File: src/rtl/tagd_pkg.sv
// Shared constants and types of the tag access guard.
// Assumes a 125 MHz core clock and a field reset on rst.
package tagd_pkg;
  localparam logic [7:0] CMD_REQ = 8'h26;
  localparam logic [7:0] CMD_WAKE = 8'h52;
  localparam logic [7:0] CMD_SEL2 = 8'h95;
  localparam logic [7:0] SEL_NVB = 8'h70;
  localparam logic [7:0] CMD_HALT = 8'h50;
  localparam logic [7:0] CMD_READ = 8'h30;
  localparam logic [7:0] CMD_WRITE = 8'hA2;
  localparam logic [7:0] CMD_CNT_RD = 8'h39;
  localparam logic [7:0] CMD_CNT_INC = 8'hA5;
  localparam logic [7:0] CMD_PASS_VERIFY = 8'h1B;
  localparam logic [7:0] CMD_SIG = 8'h3C;
  localparam logic [7:0] CMD_VSEL_LAST = 8'h4B;
  localparam logic [3:0] ACK = 4'hA;
  localparam logic [3:0] NAK_ARG = 4'h0;
  localparam logic [3:0] NAK_CRC = 4'h1;
  localparam logic [3:0] NAK_OVF = 4'h4;
  localparam logic [3:0] NAK_OTHER = 4'h6;
  localparam logic [7:0] ATQA_LO = 8'h44;
  localparam logic [7:0] ATQA_HI = 8'h00;
  localparam logic [7:0] SAK_VAL = 8'h00;
  localparam logic [7:0] START_PAGE_RST = 8'hFF;
  localparam logic [7:0] ACCESS_RST = 8'h00;
  localparam logic [7:0] CARD_TYPE_RST = 8'h05;
  localparam logic [31:0] PASSWORD_RST = 32'hFFFFFFFF;
  localparam logic [15:0] PASS_ACK_RST = 16'h0000;
  localparam logic [23:0] CNT_RST = 24'h000000;
  localparam int ACC_LEVEL = 7;
  localparam int ACC_LOCK = 6;
  localparam logic [7:0] PAGE_FIRST_WR = 8'h02;
  localparam logic [7:0] PAGE_CFG0 = 8'h25;
  localparam logic [7:0] PAGE_CFG1 = 8'h26;
  localparam logic [7:0] PAGE_PASSWORD = 8'h27;
  localparam logic [7:0] PAGE_PASS_ACK = 8'h28;
  localparam logic [7:0] PAGE_LAST = 8'h28;
  localparam logic [7:0] CNT_NUM = 8'h03;
  localparam logic [5:0] LEN_SIG = 6'h20;
  localparam logic [5:0] LEN_READ = 6'h10;
  localparam int FDT_N = 9;
  localparam int FDT_CARRIER = FDT_N * 128 + 84;
  localparam int CARRIER_KHZ = 13560;
  localparam int CLK_KHZ = 125000;
  localparam int FDT_CYC = (FDT_CARRIER * CLK_KHZ + CARRIER_KHZ - 1) / CARRIER_KHZ;
  localparam int FIFO_DEPTH = 16;
  typedef struct packed {
    logic last;
    logic nibble;
    logic [7:0] data;
  } tagd_word_s;
  typedef enum logic [2:0] {SES_IDLE = 3'h1, SES_ACTIVE = 3'h2, SES_AUTH = 3'h4} tagd_ses_e;
  typedef enum logic [2:0] {PH_IDLE = 3'h1, PH_EXEC = 3'h2, PH_SEND = 3'h4} tagd_phase_e;
  typedef enum logic [7:0] {
    RK_NIB = 8'h01, RK_ATQA = 8'h02, RK_SAK = 8'h04, RK_PASS_ACK = 8'h08,
    RK_CNT = 8'h10, RK_SIG = 8'h20, RK_VCT = 8'h40, RK_PAGE = 8'h80
  } tagd_kind_e;
endpackage

File: src/rtl/tagd_guard.sv
// Command interpreter of a contactless tag: password guard, counters,
// signature, virtual select. Link pins are asynchronous to clock.
`timescale 1ns/1ns
module tagd_fifo #(
  parameter int WIDTH = 10,
  parameter int DEPTH = 16
) (
  input wire logic clock, // core clock
  input wire logic rst, // async reset
  input wire logic inValid, // write request
  output logic inReady, // room left
  input wire logic [WIDTH-1:0] inData, // write word
  output logic outValid, // word waiting
  input wire logic outReady, // read request
  output logic [WIDTH-1:0] outData // head word
);
  localparam int AW = $clog2(DEPTH);
  logic [WIDTH-1:0] mem [DEPTH];
  logic [AW:0] wrPtr_q, rdPtr_q;
  assign inReady = (wrPtr_q - rdPtr_q) != (AW+1)'(DEPTH);
  assign outValid = wrPtr_q != rdPtr_q;
  assign outData = mem[rdPtr_q[AW-1:0]];
  always_ff @(posedge clock) begin
    if (inValid && inReady) begin
      mem[wrPtr_q[AW-1:0]] <= inData;
    end
  end
  always_ff @(posedge clock or posedge rst) begin
    if (rst) begin
      wrPtr_q <= '0;
      rdPtr_q <= '0;
    end else begin
      if (inValid && inReady) wrPtr_q <= wrPtr_q + 1'b1;
      if (outValid && outReady) rdPtr_q <= rdPtr_q + 1'b1;
    end
  end
endmodule

module tagd_guard import tagd_pkg::*; #(
  parameter int FDT_CYCLES = FDT_CYC,
  parameter int DEPTH = FIFO_DEPTH,
  parameter logic [255:0] SIG_VALUE = {8{32'h5A3C0F96}} // Arbitrary value
) (
  input wire logic clock, // 125 MHz core clock
  input wire logic rst, // field reset, async high
  input wire logic linkClk, // byte clock, rising edge
  input wire logic [7:0] linkData, // received byte
  input wire logic linkFrame, // high during reader frame
  input wire logic linkErr, // parity or CRC error seen
  input wire logic replyReady, // front end takes bytes
  output logic replyValid, // reply byte available
  output tagd_word_s replyWord, // reply byte and flags
  output logic sessionAuth, // verified session
  output logic accessLocked, // attempts exhausted
  output logic protectActive // password guard enabled
);
  logic [2:0] clkSync_q, frmSync_q;
  logic [1:0] errSync_q, rdySync_q;
  logic [7:0] datA_q, datB_q;
  logic [7:0] rxBuf_q [6];
  logic [2:0] rxCnt_q;
  logic rxErr_q;
  tagd_ses_e ses_q;
  tagd_phase_e phase_q;
  tagd_kind_e kind_q, exKind;
  logic [5:0] len_q, idx_q, exLen;
  logic [3:0] code_q, exCode;
  logic [7:0] startPage_q, access_q, cardType_q, rdPage_q, rdLim_q;
  logic [31:0] password_q;
  logic [15:0] passAck_q;
  logic [23:0] cnt_q [3];
  logic [1:0] cntSel_q;
  logic [2:0] failCnt_q;
  logic locked_q;
  logic [31:0] user_q [PAGE_CFG0];
  logic [15:0] fdtCnt_q;
  logic fdtDone;
  logic exReply, doSel, doHalt, doOk, doFail, doWrite, doIncr;
  logic byteStb, frmStart, frmEnd, authed, protOn, writeProt, incOvf;
  logic [7:0] cmd, arg, rdLim;
  logic [31:0] rxWord, pageWord;
  logic [24:0] incSum;
  tagd_word_s pushWord, headWord;
  logic pushReady, headValid;

  // Two stages before any logic; data is stable across the rising edge
  always_ff @(posedge clock or posedge rst) begin
    if (rst) begin
      clkSync_q <= '0;
      frmSync_q <= '0;
      errSync_q <= '0;
      rdySync_q <= '0;
      datA_q <= '0;
      datB_q <= '0;
    end else begin
      clkSync_q <= {clkSync_q[1:0], linkClk};
      frmSync_q <= {frmSync_q[1:0], linkFrame};
      errSync_q <= {errSync_q[0], linkErr};
      rdySync_q <= {rdySync_q[0], replyReady};
      datA_q <= linkData;
      datB_q <= datA_q;
    end
  end
  assign byteStb = clkSync_q[1] && !clkSync_q[2] && frmSync_q[1];
  assign frmStart = frmSync_q[1] && !frmSync_q[2];
  assign frmEnd = !frmSync_q[1] && frmSync_q[2];

  always_ff @(posedge clock or posedge rst) begin
    if (rst) begin
      rxCnt_q <= '0;
      rxErr_q <= 1'b0;
      for (int i = 0; i < 6; i++) rxBuf_q[i] <= '0;
    end else if (frmStart) begin
      rxCnt_q <= '0;
      rxErr_q <= 1'b0;
    end else begin
      if (byteStb && rxCnt_q < 3'd6) begin
        rxBuf_q[rxCnt_q] <= datB_q;
        rxCnt_q <= rxCnt_q + 3'd1;
      end
      if (frmEnd) rxErr_q <= errSync_q[1];
    end
  end

  assign cmd = rxBuf_q[0];
  assign arg = rxBuf_q[1];
  assign rxWord = {rxBuf_q[5], rxBuf_q[4], rxBuf_q[3], rxBuf_q[2]};
  assign authed = ses_q == SES_AUTH;
  assign protOn = startPage_q <= PAGE_LAST;
  assign writeProt = protOn && arg >= startPage_q && !authed;
  assign rdLim = (protOn && access_q[ACC_LEVEL] && !authed) ? startPage_q : PAGE_LAST + 8'd1;
  assign incSum = {1'b0, cnt_q[arg[1:0]]} + {1'b0, rxBuf_q[4], rxBuf_q[3], rxBuf_q[2]};
  // Carry out means overflow; zero never carries
  assign incOvf = incSum[24];

  always_comb begin
    exReply = 1'b1;
    exKind = RK_NIB;
    exLen = 6'd1;
    exCode = ACK;
    doSel = 1'b0;
    doHalt = 1'b0;
    doOk = 1'b0;
    doFail = 1'b0;
    doWrite = 1'b0;
    doIncr = 1'b0;
    if (ses_q == SES_IDLE) begin
      if ((cmd == CMD_REQ || cmd == CMD_WAKE) && !rxErr_q) begin
        exKind = RK_ATQA;
        exLen = 6'd2;
      end else if (cmd == CMD_SEL2 && arg == SEL_NVB && !rxErr_q) begin
        exKind = RK_SAK;
        doSel = 1'b1;
      end else begin
        exReply = 1'b0;
      end
    end else if (rxErr_q) begin
      exCode = NAK_CRC;
    end else begin
      case (cmd)
        CMD_HALT: begin
          exReply = 1'b0;
          doHalt = 1'b1;
        end
        CMD_PASS_VERIFY: begin
          // Compare LSB first; lock fails all
          if (locked_q || {rxBuf_q[4], rxBuf_q[3], rxBuf_q[2], rxBuf_q[1]} != password_q) begin
            exCode = NAK_OTHER;
            doFail = 1'b1;
          end else begin
            exKind = RK_PASS_ACK;
            exLen = 6'd2;
            doOk = 1'b1;
          end
        end
        CMD_CNT_RD: begin
          if (arg >= CNT_NUM) exCode = NAK_ARG;
          else begin
            exKind = RK_CNT;
            exLen = 6'd3;
          end
        end
        CMD_CNT_INC: begin
          if (arg >= CNT_NUM || rxCnt_q < 3'd6) exCode = NAK_ARG;
          else if (incOvf) exCode = NAK_OVF;
          else doIncr = 1'b1;
        end
        CMD_SIG: begin
          if (arg != 8'h00) exCode = NAK_ARG;
          else begin
            exKind = RK_SIG;
            exLen = LEN_SIG;
          end
        end
        CMD_VSEL_LAST: exKind = RK_VCT;
        CMD_READ: begin
          if (arg >= rdLim) exCode = NAK_ARG;
          else begin
            exKind = RK_PAGE;
            exLen = LEN_READ;
          end
        end
        CMD_WRITE: begin
          if (arg < PAGE_FIRST_WR || arg > PAGE_LAST || rxCnt_q < 3'd6 || writeProt) begin
            exCode = NAK_ARG;
          end else if (access_q[ACC_LOCK] && (arg == PAGE_CFG0 || arg == PAGE_CFG1)) begin
            exCode = NAK_ARG;
          end else begin
            doWrite = 1'b1;
          end
        end
        default: exCode = NAK_ARG;
      endcase
    end
  end

  always_ff @(posedge clock or posedge rst) begin
    if (rst) ses_q <= SES_IDLE;
    else if (phase_q == PH_EXEC) begin
      if (doSel) ses_q <= SES_ACTIVE;
      else if (doHalt) ses_q <= SES_IDLE;
      else if (doOk) ses_q <= SES_AUTH;
    end
  end

  always_ff @(posedge clock or posedge rst) begin
    if (rst) begin
      failCnt_q <= '0;
      locked_q <= 1'b0;
    end else if (phase_q == PH_EXEC) begin
      if (doOk) failCnt_q <= '0;
      else if (doFail && access_q[2:0] != 3'd0) begin
        if (failCnt_q == access_q[2:0]) locked_q <= 1'b1;
        else failCnt_q <= failCnt_q + 3'd1;
      end
    end
  end

  always_ff @(posedge clock or posedge rst) begin
    if (rst) begin
      for (int i = 0; i < 3; i++) cnt_q[i] <= CNT_RST;
    end else if (phase_q == PH_EXEC && doIncr) begin
      cnt_q[arg[1:0]] <= incSum[23:0];
    end
  end

  always_ff @(posedge clock or posedge rst) begin
    if (rst) begin
      startPage_q <= START_PAGE_RST;
      access_q <= ACCESS_RST;
      cardType_q <= CARD_TYPE_RST;
      password_q <= PASSWORD_RST;
      passAck_q <= PASS_ACK_RST;
    end else if (phase_q == PH_EXEC && doWrite) begin
      case (arg)
        PAGE_CFG0: startPage_q <= rxWord[31:24];
        PAGE_CFG1: begin
          access_q <= rxWord[7:0];
          cardType_q <= rxWord[15:8];
        end
        PAGE_PASSWORD: password_q <= rxWord;
        PAGE_PASS_ACK: passAck_q <= rxWord[15:0];
        default: ;
      endcase
    end
  end

  always_ff @(posedge clock) begin
    if (phase_q == PH_EXEC && doWrite && arg < PAGE_CFG0) user_q[arg[5:0]] <= rxWord;
  end

  always_comb begin
    pageWord = 32'h0;
    if (rdPage_q < PAGE_CFG0) pageWord = user_q[rdPage_q[5:0]];
    else if (rdPage_q == PAGE_CFG0) pageWord = {startPage_q, 24'h0};
    else if (rdPage_q == PAGE_CFG1) pageWord = {16'h0, cardType_q, access_q};
  end

  always_comb begin
    pushWord.last = idx_q == len_q - 6'd1;
    pushWord.nibble = kind_q == RK_NIB;
    case (kind_q)
      RK_NIB: pushWord.data = {4'h0, code_q};
      RK_ATQA: pushWord.data = (idx_q == 6'd0) ? ATQA_LO : ATQA_HI;
      RK_SAK: pushWord.data = SAK_VAL;
      RK_PASS_ACK: pushWord.data = passAck_q[{idx_q[0], 3'b000} +: 8];
      RK_CNT: pushWord.data = cnt_q[cntSel_q][{idx_q[1:0], 3'b000} +: 8];
      RK_SIG: pushWord.data = SIG_VALUE[{idx_q[4:0], 3'b000} +: 8];
      RK_VCT: pushWord.data = cardType_q;
      RK_PAGE: pushWord.data = pageWord[{idx_q[1:0], 3'b000} +: 8];
      default: pushWord.data = 8'h00;
    endcase
  end

  always_ff @(posedge clock or posedge rst) begin
    if (rst) begin
      phase_q <= PH_IDLE;
      kind_q <= RK_NIB;
      len_q <= 6'd1;
      code_q <= ACK;
      idx_q <= '0;
      cntSel_q <= '0;
      rdPage_q <= '0;
      rdLim_q <= '0;
    end else begin
      case (phase_q)
        PH_IDLE: if (frmEnd && rxCnt_q != 3'd0) phase_q <= PH_EXEC;
        PH_EXEC: begin
          phase_q <= exReply ? PH_SEND : PH_IDLE;
          kind_q <= exKind;
          len_q <= exLen;
          code_q <= exCode;
          idx_q <= '0;
          cntSel_q <= arg[1:0];
          rdPage_q <= arg;
          rdLim_q <= rdLim;
        end
        PH_SEND: if (pushReady) begin
          idx_q <= idx_q + 6'd1;
          // Read wraps to page 0 at the readable limit
          if (idx_q[1:0] == 2'd3) begin
            rdPage_q <= (rdPage_q + 8'd1 >= rdLim_q) ? 8'h00 : rdPage_q + 8'd1;
          end
          if (pushWord.last) phase_q <= PH_IDLE;
        end
        default: phase_q <= PH_IDLE;
      endcase
    end
  end

  // Frame delay, counted from the end of the reader frame
  always_ff @(posedge clock or posedge rst) begin
    if (rst) fdtCnt_q <= '0;
    else if (frmStart || frmEnd) fdtCnt_q <= '0;
    else if (!frmSync_q[1] && !fdtDone) fdtCnt_q <= fdtCnt_q + 16'd1;
  end
  assign fdtDone = fdtCnt_q == 16'(FDT_CYCLES);

  // Stalls the byte generator when the front end is slow
  tagd_fifo #(.WIDTH($bits(tagd_word_s)), .DEPTH(DEPTH)) u_fifo (
    .clock(clock),
    .rst(rst),
    .inValid(phase_q == PH_SEND),
    .inReady(pushReady),
    .inData(pushWord),
    .outValid(headValid),
    .outReady(rdySync_q[1] && fdtDone),
    .outData(headWord)
  );
  assign replyValid = headValid && fdtDone;
  assign replyWord = headWord;
  assign sessionAuth = authed;
  assign accessLocked = locked_q;
  assign protectActive = protOn;
endmodule

File: config.mk
export PLATFORM = sky130hd
export DESIGN_NAME = tagd_guard
export DESIGN_NICKNAME = d
export VERILOG_FILES = /design/src/rtl/tagd_pkg.sv /design/src/rtl/tagd_guard.sv
export SDC_FILE = /design/constraint.sdc
export NUM_CORES = 2
export LEC_CHECK = 0
export ABC_AREA = 1
export BUFFER_PORTS_ARGS = -buffer_cell sky130_fd_sc_hd__buf_4
export CAP_MARGIN = 0
export CORE_ASPECT_RATIO = 1.4
export CORE_MARGIN = 8
export CORE_UTILIZATION = 65
export CTS_BUF_LIST = sky130_fd_sc_hd__clkbuf_4 sky130_fd_sc_hd__clkbuf_8
export CTS_CLUSTER_DIAMETER = 100
export DETAILED_ROUTE_END_ITERATION = 8
export GPL_TIMING_DRIVEN = 0
export PLACE_DENSITY_LB_ADDON = 0.08
export SYNTH_ARGS = -nofsm -noshare
export SYNTH_HDL_FRONTEND = slang
export SYNTH_SLANG_ARGS = --single-unit
File: constraint.sdc
create_clock -name clock -period 14.03 [get_ports clock]
set_clock_uncertainty 0.2 [all_clocks]
set_input_delay 1.403 -clock clock [delete_from_list [all_inputs] [get_ports clock]]
set_output_delay 1.403 -clock clock [all_outputs]
set_load 0.05 [all_outputs]
---- Word-level counts from Yosys, hierarchy flattened ----
Memory sizes are Yosys's and may differ from the RTL's.
Index checks and enable logic that the tools add are counted.
cells by class
  add/subtract/negate cells ............... 10
  $lt $le $gt $ge ......................... 15
  eq/ne operators ......................... 42
  shift-type cells ........................ 4
  mux-type cells .......................... 101
  bitwise logic cells ..................... 5
  reductions and logical operators ........ 61
operator list
  cell                                                                            number
  256-bit by 9-bit variable part select with 8-bit output (first input constant)  1
  24-bit 2-to-1 mux                                                               5
  24-bit binary-select mux with 2-bit select                                      2
  8-bit by 6-bit equality test with 1-bit output (second input constant)          11
  72-bit bitwise mux                                                              1
  32-bit 2-to-1 mux                                                               2
  8-bit 2-to-1 mux                                                                8
  8-bit case mux with 7 select lines                                              1
  48-bit bitwise mux                                                              1
  24-bit demux with 2-bit select                                                  1
  16-bit 2-to-1 mux                                                               3
  4-bit 2-to-1 mux                                                                11
  3-bit 2-to-1 mux                                                                14
  8-bit by 7-bit equality test with 1-bit output (second input constant)          5
  8-bit case mux with 5 select lines                                              1
  1-bit 2-to-1 mux                                                                34
  8-bit equality test (second input constant)                                     4
  32-bit != test                                                                  1
  32-bit by 6-bit variable part select with 8-bit output                          1
  6-bit 2-to-1 mux                                                                5
  4-bit case mux with 7 select lines                                              1
  24-bit by 24-bit adder with 25-bit output                                       1
  1-bit logical AND                                                               25
  8-bit demux with 3-bit select                                                   1
  54 further kinds                                                                98
storage, ports and cells
  register bits ........................... 300
  RAM bits ................................ 1344
  bits of input ports ..................... 14
  output and inout port bits .............. 14
  logic and storage cells ................. 276
  memories ................................ 2
memory list
  memory      words  width  rd ports  clocked after memory_dff  write ports  line              source
  user_q      37     32     1         0                         1            tagd_guard.sv:75  logic [31:0] user_q [PAGE_CFG0];
  u_fifo.mem  16     10     1         0                         1            tagd_guard.sv:18  logic [WIDTH-1:0] mem [DEPTH];

---- Longest topological paths before layout ----
  depth after elaboration ................. 12
  depth in mapped cells ................... 20
  gate-level depth less buffers ........... 19

---- Modules after synthesis ----
Synthesis repeated with hierarchy kept, for this count alone.
second synthesis, totals
  cell total of the unflattened synthesis .. 6932
  area total of the unflattened synthesis .. 71847.7 µm²
modules (own cells, without submodules)
  module      instances  cells an instance  area an instance (µm²)  sequential area each (µm²)
  tagd_guard  1          6336               64748.3                 42821.1
  tagd_fifo   1          596                7099.3                  5054.8

---- Least setup slack after synthesis ----
No wires, ideal clock.
  kind .................................... register -> register
  start ................................... register ses_q[1]
  end ..................................... memory user_q[10][0], enable pin
  setup time .............................. 421 ps
  arrival ................................. 3859 ps
  data required time ...................... 13409 ps
  setup slack ............................. 9550 ps
  stages on the path, launching flop included .. 8
  path buffers ............................ 0
  period minus slack after synthesis ...... 4480 ps
  cell sequence ........................... dfrtp_1 nor3_1 nor3_1 nand2_1 nand4_2 nor3_2 nand3_1 nor2_1
between the ends
  longest elaborated chain between the ends .. 12
  elaborated cells on any way between the ends .. 13
  those cells by class .................... eq/ne: 2; mux: 6; reduce/logical: 5
ends and longest elaborated chain
  what                                    line               source
  start: declaration                      tagd_guard.sv:63   tagd_ses_e ses_q;
  start signal: assignment                tagd_guard.sv:218  if (rst) ses_q <= SES_IDLE;
  start signal: assignment                tagd_guard.sv:220  if (doSel) ses_q <= SES_ACTIVE;
  start signal: assignment                tagd_guard.sv:221  else if (doHalt) ses_q <= SES_IDLE;
  3-bit equality test                     tagd_guard.sv:128  assign authed = ses_q == SES_AUTH;
  named net sessionAuth                   tagd_guard.sv:53   output logic sessionAuth,
  1-bit zero test                         tagd_guard.sv:130  assign writeProt = protOn && arg >= startPage_q && !authed;
  1-bit logical AND                       tagd_guard.sv:130
  1-bit logical OR                        tagd_guard.sv:204  if (arg < PAGE_FIRST_WR || arg > PAGE_LAST || rxCnt_q < 3'd6 || writeProt) begin
  1-bit 2-to-1 mux                        tagd_guard.sv:204
  1-bit 2-to-1 mux                        tagd_guard.sv:160  case (cmd)
  1-bit 2-to-1 mux                        tagd_guard.sv:157  end else if (rxErr_q) begin
  1-bit 2-to-1 mux                        tagd_guard.sv:147  if (ses_q == SES_IDLE) begin
  1-bit logical AND (2 in a row)          tagd_guard.sv:269  if (phase_q == PH_EXEC && doWrite && arg < PAGE_CFG0) user_q[arg[5:0]] <= rxWord;
  1-bit 2-to-1 mux                        tagd_guard.sv:269
  1-bit 2-to-1 mux (not written as such)  tagd_guard.sv:269
  end: declaration                        tagd_guard.sv:75
The timed path passes the listed nets, and every way through them passes these cells.

---- Worst setup path after layout ----
  start ................................... register rxBuf_q (netlist bit arg[1])
  end ..................................... register cnt_q[64] in the netlist's numbering
between the ends
  longest elaborated chain between the ends .. 11
  elaborated cells on any way between the ends .. 19
  those cells by class .................... add/sub: 1; order compare: 3; mux: 11; bitwise: 1; reduce/logical: 3
ends and longest elaborated chain
  what                                                  line                                  source
  start: declaration                                    tagd_guard.sv:60                      logic [7:0] rxBuf_q [6];
  start signal: indexed assignment                      tagd_guard.sv:118                     rxBuf_q[rxCnt_q] <= datB_q;
  2-bit NOT with 3-bit output (not written as such)     tagd_guard.sv:132, tagd_guard.sv:243
  24-bit binary-select mux with 2-bit select            tagd_guard.sv:132                     assign incSum = {1'b0, cnt_q[arg[1:0]]} + {1'b0, rxBuf_q[4], rxBuf_q[3], rxBuf_q[2]};
  24-bit 2-to-1 mux (not written as such) (2 in a row)  tagd_guard.sv:132
  24-bit by 24-bit adder with 25-bit output             tagd_guard.sv:132
  1-bit 2-to-1 mux                                      tagd_guard.sv:185                     else if (incOvf) exCode = NAK_OVF;
  1-bit 2-to-1 mux                                      tagd_guard.sv:184                     if (arg >= CNT_NUM || rxCnt_q < 3'd6) exCode = NAK_ARG;
  1-bit 2-to-1 mux                                      tagd_guard.sv:160
  1-bit 2-to-1 mux                                      tagd_guard.sv:157
  1-bit 2-to-1 mux                                      tagd_guard.sv:147
  1-bit logical AND                                     tagd_guard.sv:242                     end else if (phase_q == PH_EXEC && doIncr) begin
  end signal: indexed assignment                        tagd_guard.sv:243                     cnt_q[arg[1:0]] <= incSum[23:0];
  end: declaration                                      tagd_guard.sv:71                      logic [23:0] cnt_q [3];
Several ways; a longest one is shown, not always the timed one. The select of a mux whose other input is x is not followed.
A chain may end at the register's enable or synchronous reset.

==> impl_metrics.ini <==
[run_status]
status = finished, violations left
violations = capacitance limit, slew limit

[flow_run]
drv_cap = 1

[place]
gp_congestion = 0.982
numPortBuffers = 27
dp_hpwl_um = 169000

[synthesis]
yosys_warnings = 0
ys.flop_type = edfxtp_1
async_flop_share_pct = 18.1
yosysSeqAreaShare_pct = 67.3
netlist_area_mm2 = 0.0711
synth.avg_cell_area_um2 = 10.6
yosys-top-cells-count = 1344 x edfxtp_1, 1314 x nand2_1, 1093 x nor2_1
synth_cell_types = 57
synthCells = 6703
yosysTopAreaCell = edfxtp_1
yosys.area.top_type_share_pct = 56.8
synthTopCellsByArea = edfxtp_1 57%, dfrtp_1 8.8%, nand2_1 6.9%
yosysMostFrequentCell = edfxtp_1
synth_seq_cells = 1642
synth-edff-count = 1344

[drt]
vias = 54400
drc_errors = 0
wl_per_cell_um = 27.3
drtPass1Iterations = 8
drt-initial-drc-count = 7741
vias_per_cell = 6.23
drt_wl_total_um = 238000
ant_nets = 0

[global_route]
grt_overflow = 0
grt_usage_pct = 39.1
grt_pass1_vias = 52900
grt_max_degree = 89
grt_pass1_wl_um = 342000
antenna_found_initial = 15

[layout]
drive_above_1_share_pct = 11.1
area_delta_synth_final_pct = 12.2
nFillCells = 7685
nNetsFinal = 7180

[critical_path]
ff2ff_path_depth = 15
worstPathMaxFanout = 10
reg2reg_to = cnt_q[64]
r2r_start = arg[1]
arrival_ns = 6.61
critPathKind = reg -> reg
endpoint_kind = register
cp-start-kind = register
reg2reg_slack_ns = 8.03
crit_required_ns = 14.63

[clock_network]
cts-resized-gates = 0
path_clk_slew_ns = 0.06
cts_max_level = 4
cts_hold_buf = 0
cts_made_buffers = 227
clk_latency_ns = 0.95
clock_path_buffers = 3
post_cts_buffers = 0
tritoncts = yes
cts-root-buf = clkbuf_8
cts.sinks = 1642

[hold_path]
hold_start = datA_q[4]
min_path_cells = 0
min_path_type = reg -> reg
hold_end = datB_q[4]

[sta]
slew_headroom_pct = -2.76
tightest_slew_ns = 1.54
period_share_pct = 42.8
hold_violations = 0
grt_setup_unrepaired = no
setup_viol = 0
setup-tns-final_ns = 0
drv_slew = 40
fmax_mhz = 167
period_needed_ns = 6.00

[floorplanning]
ios = 28
core_mm2 = 0.109
die-area_mm2 = 0.120
rows = 143
die_h_um = 407
initial_core_util_pct = 65.5
die_w_um = 296

[power_and_ir_drop]
p_leak_nw = 30.6
powerDensity_mw_per_mm2 = 176
total_power_mw = 14.0
ir_drop_mv = 0.128
## cell usage in the layout, fill, tap and decap left out, types with 158 or more instances in the layout
master	n
clkbuf_8	240
dfrtp_1	221
a21oi_1	217
o21ai_0	776
inv_1	404
nor2_1	1058
nand2_1	1314
nand3_1	341
clkbuf_1	158
edfxtp_1	1344
## area by class of cell
class / count / area [µm²] / area share [%]
Tap cell: 1450 / 1810 / 2.27
Clock buffer: 335 / 4020 / 5.03
Clock inverter: 87 / 713 / 0.894
Buffer: 342 / 1580 / 1.98
Inverter: 426 / 1610 / 2.01
Timing Repair Buffer: 93 / 1580 / 1.98
Antenna cell: 8 / 20.0 / 0.0251
Sequential cell: 1642 / 47900 / 60.0
Multi-Input combinational cell: 4357 / 20600 / 25.8
## kinds of logic (layout without fill, tap and decap cells)
group                      after synthesis  count (layout)  share of synthesized area (%)
and+or+nand+nor                       2859            2859                           16.1
DFF                                   1642            1642                           67.3
AOI/OAI and AO/OA                     1293            1293                           9.93
buffers and inverters                  768            1283                           4.48
adders and majority gates               77              77                           1.37
xor gates and xnor gates                60              60                          0.739
other                                    2              74                         0.0106
muxes                                    2               2                         0.0299
## registers in the layout (all words and copies together), names as in the netlist, 4 cells and up
signal / count
password_q: 32
u_fifo.mem: 160
cardType_q: 8
code_q: 4
u_fifo.rdPtr_q: 5
user_q: 1184
datA_q: 8
len_q: 4
fdtCnt_q: 16
rdLim_q: 8
access_q: 8
rdPage_q: 8
datB_q: 8
passAck_q: 16
cnt_q: 72
cmd: 8
kind_q: 8
u_fifo.wrPtr_q: 5
idx_q: 6
rxBuf_q: 32
startPage_q: 8
arg: 8
## how the worst max path moves through the flow
stage / start / end / slack [ns] / cells past startpoint
finish: arg[1] / cnt_q[64] / 8.03 / 15
detailed placement: arg[1] / cnt_q[70] / 8.32 / 15
global route: arg[1] / cnt_q[64] / 8.16 / 15
global placement: rst / u_fifo.rdPtr_q[3] / 0.94 / 2
floorplan: rst / accessLocked / 4.27 / 1
CTS: arg[1] / cnt_q[64] / 8.30 / 15
## per-stage QoR
| stage | cell area [µm²] | worst slack [ns] | util, % | hold WS, ns | std cells |
|---|---|---|---|---|---|
| 5_1_grt | 79800 | 8.16 | 73.5 | 0.155 | 8734 |
| 3_3_place_gp | 73400 | 0.938 | 67.5 | 0.133 | 8244 |
| 2_1_floorplan | 71300 | 4.27 | - | 0.131 | 6767 |
| 6_report | 79800 | 8.03 | 73.5 | 0.146 | 8740 |
| 3_5_place_dp | 75100 | 8.32 | 69.1 | 0.135 | 8310 |
| 4_1_cts | 79800 | 8.30 | 73.5 | 0.145 | 8732 |
## worst max-delay path, stage by stage, from the launching register on
cell and delay, ns:
dfrtp_1 0.63, inv_2 0.21, nor2_2 0.41, inv_1 0.33
clkbuf_1 0.41, o21ai_0 0.42, ha_1 0.35, a21oi_1 0.24
o21ai_0 0.14, a21oi_1 0.70, nand4_1 0.47, nor2_1 0.35
inv_2 0.17, nor2_4 0.14, clkbuf_1 0.49, o21ai_0 0.19
## power breakdown
part	internal (mW)	switching (mW)
Sequential	5.43	0.105
Clock	2.01	1.84
Combinational	1.11	3.52
Total	8.55	5.47
## metal layers
metal | wire, µm | track usage, %
met1 | 78800 | 46.3
met2 | 111000 | 62.1
met3 | 26800 | 8.75
met4 | 21900 | 29.9
met5 | 13 | 0
Note: power is estimated with default switching activity, not from simulation.
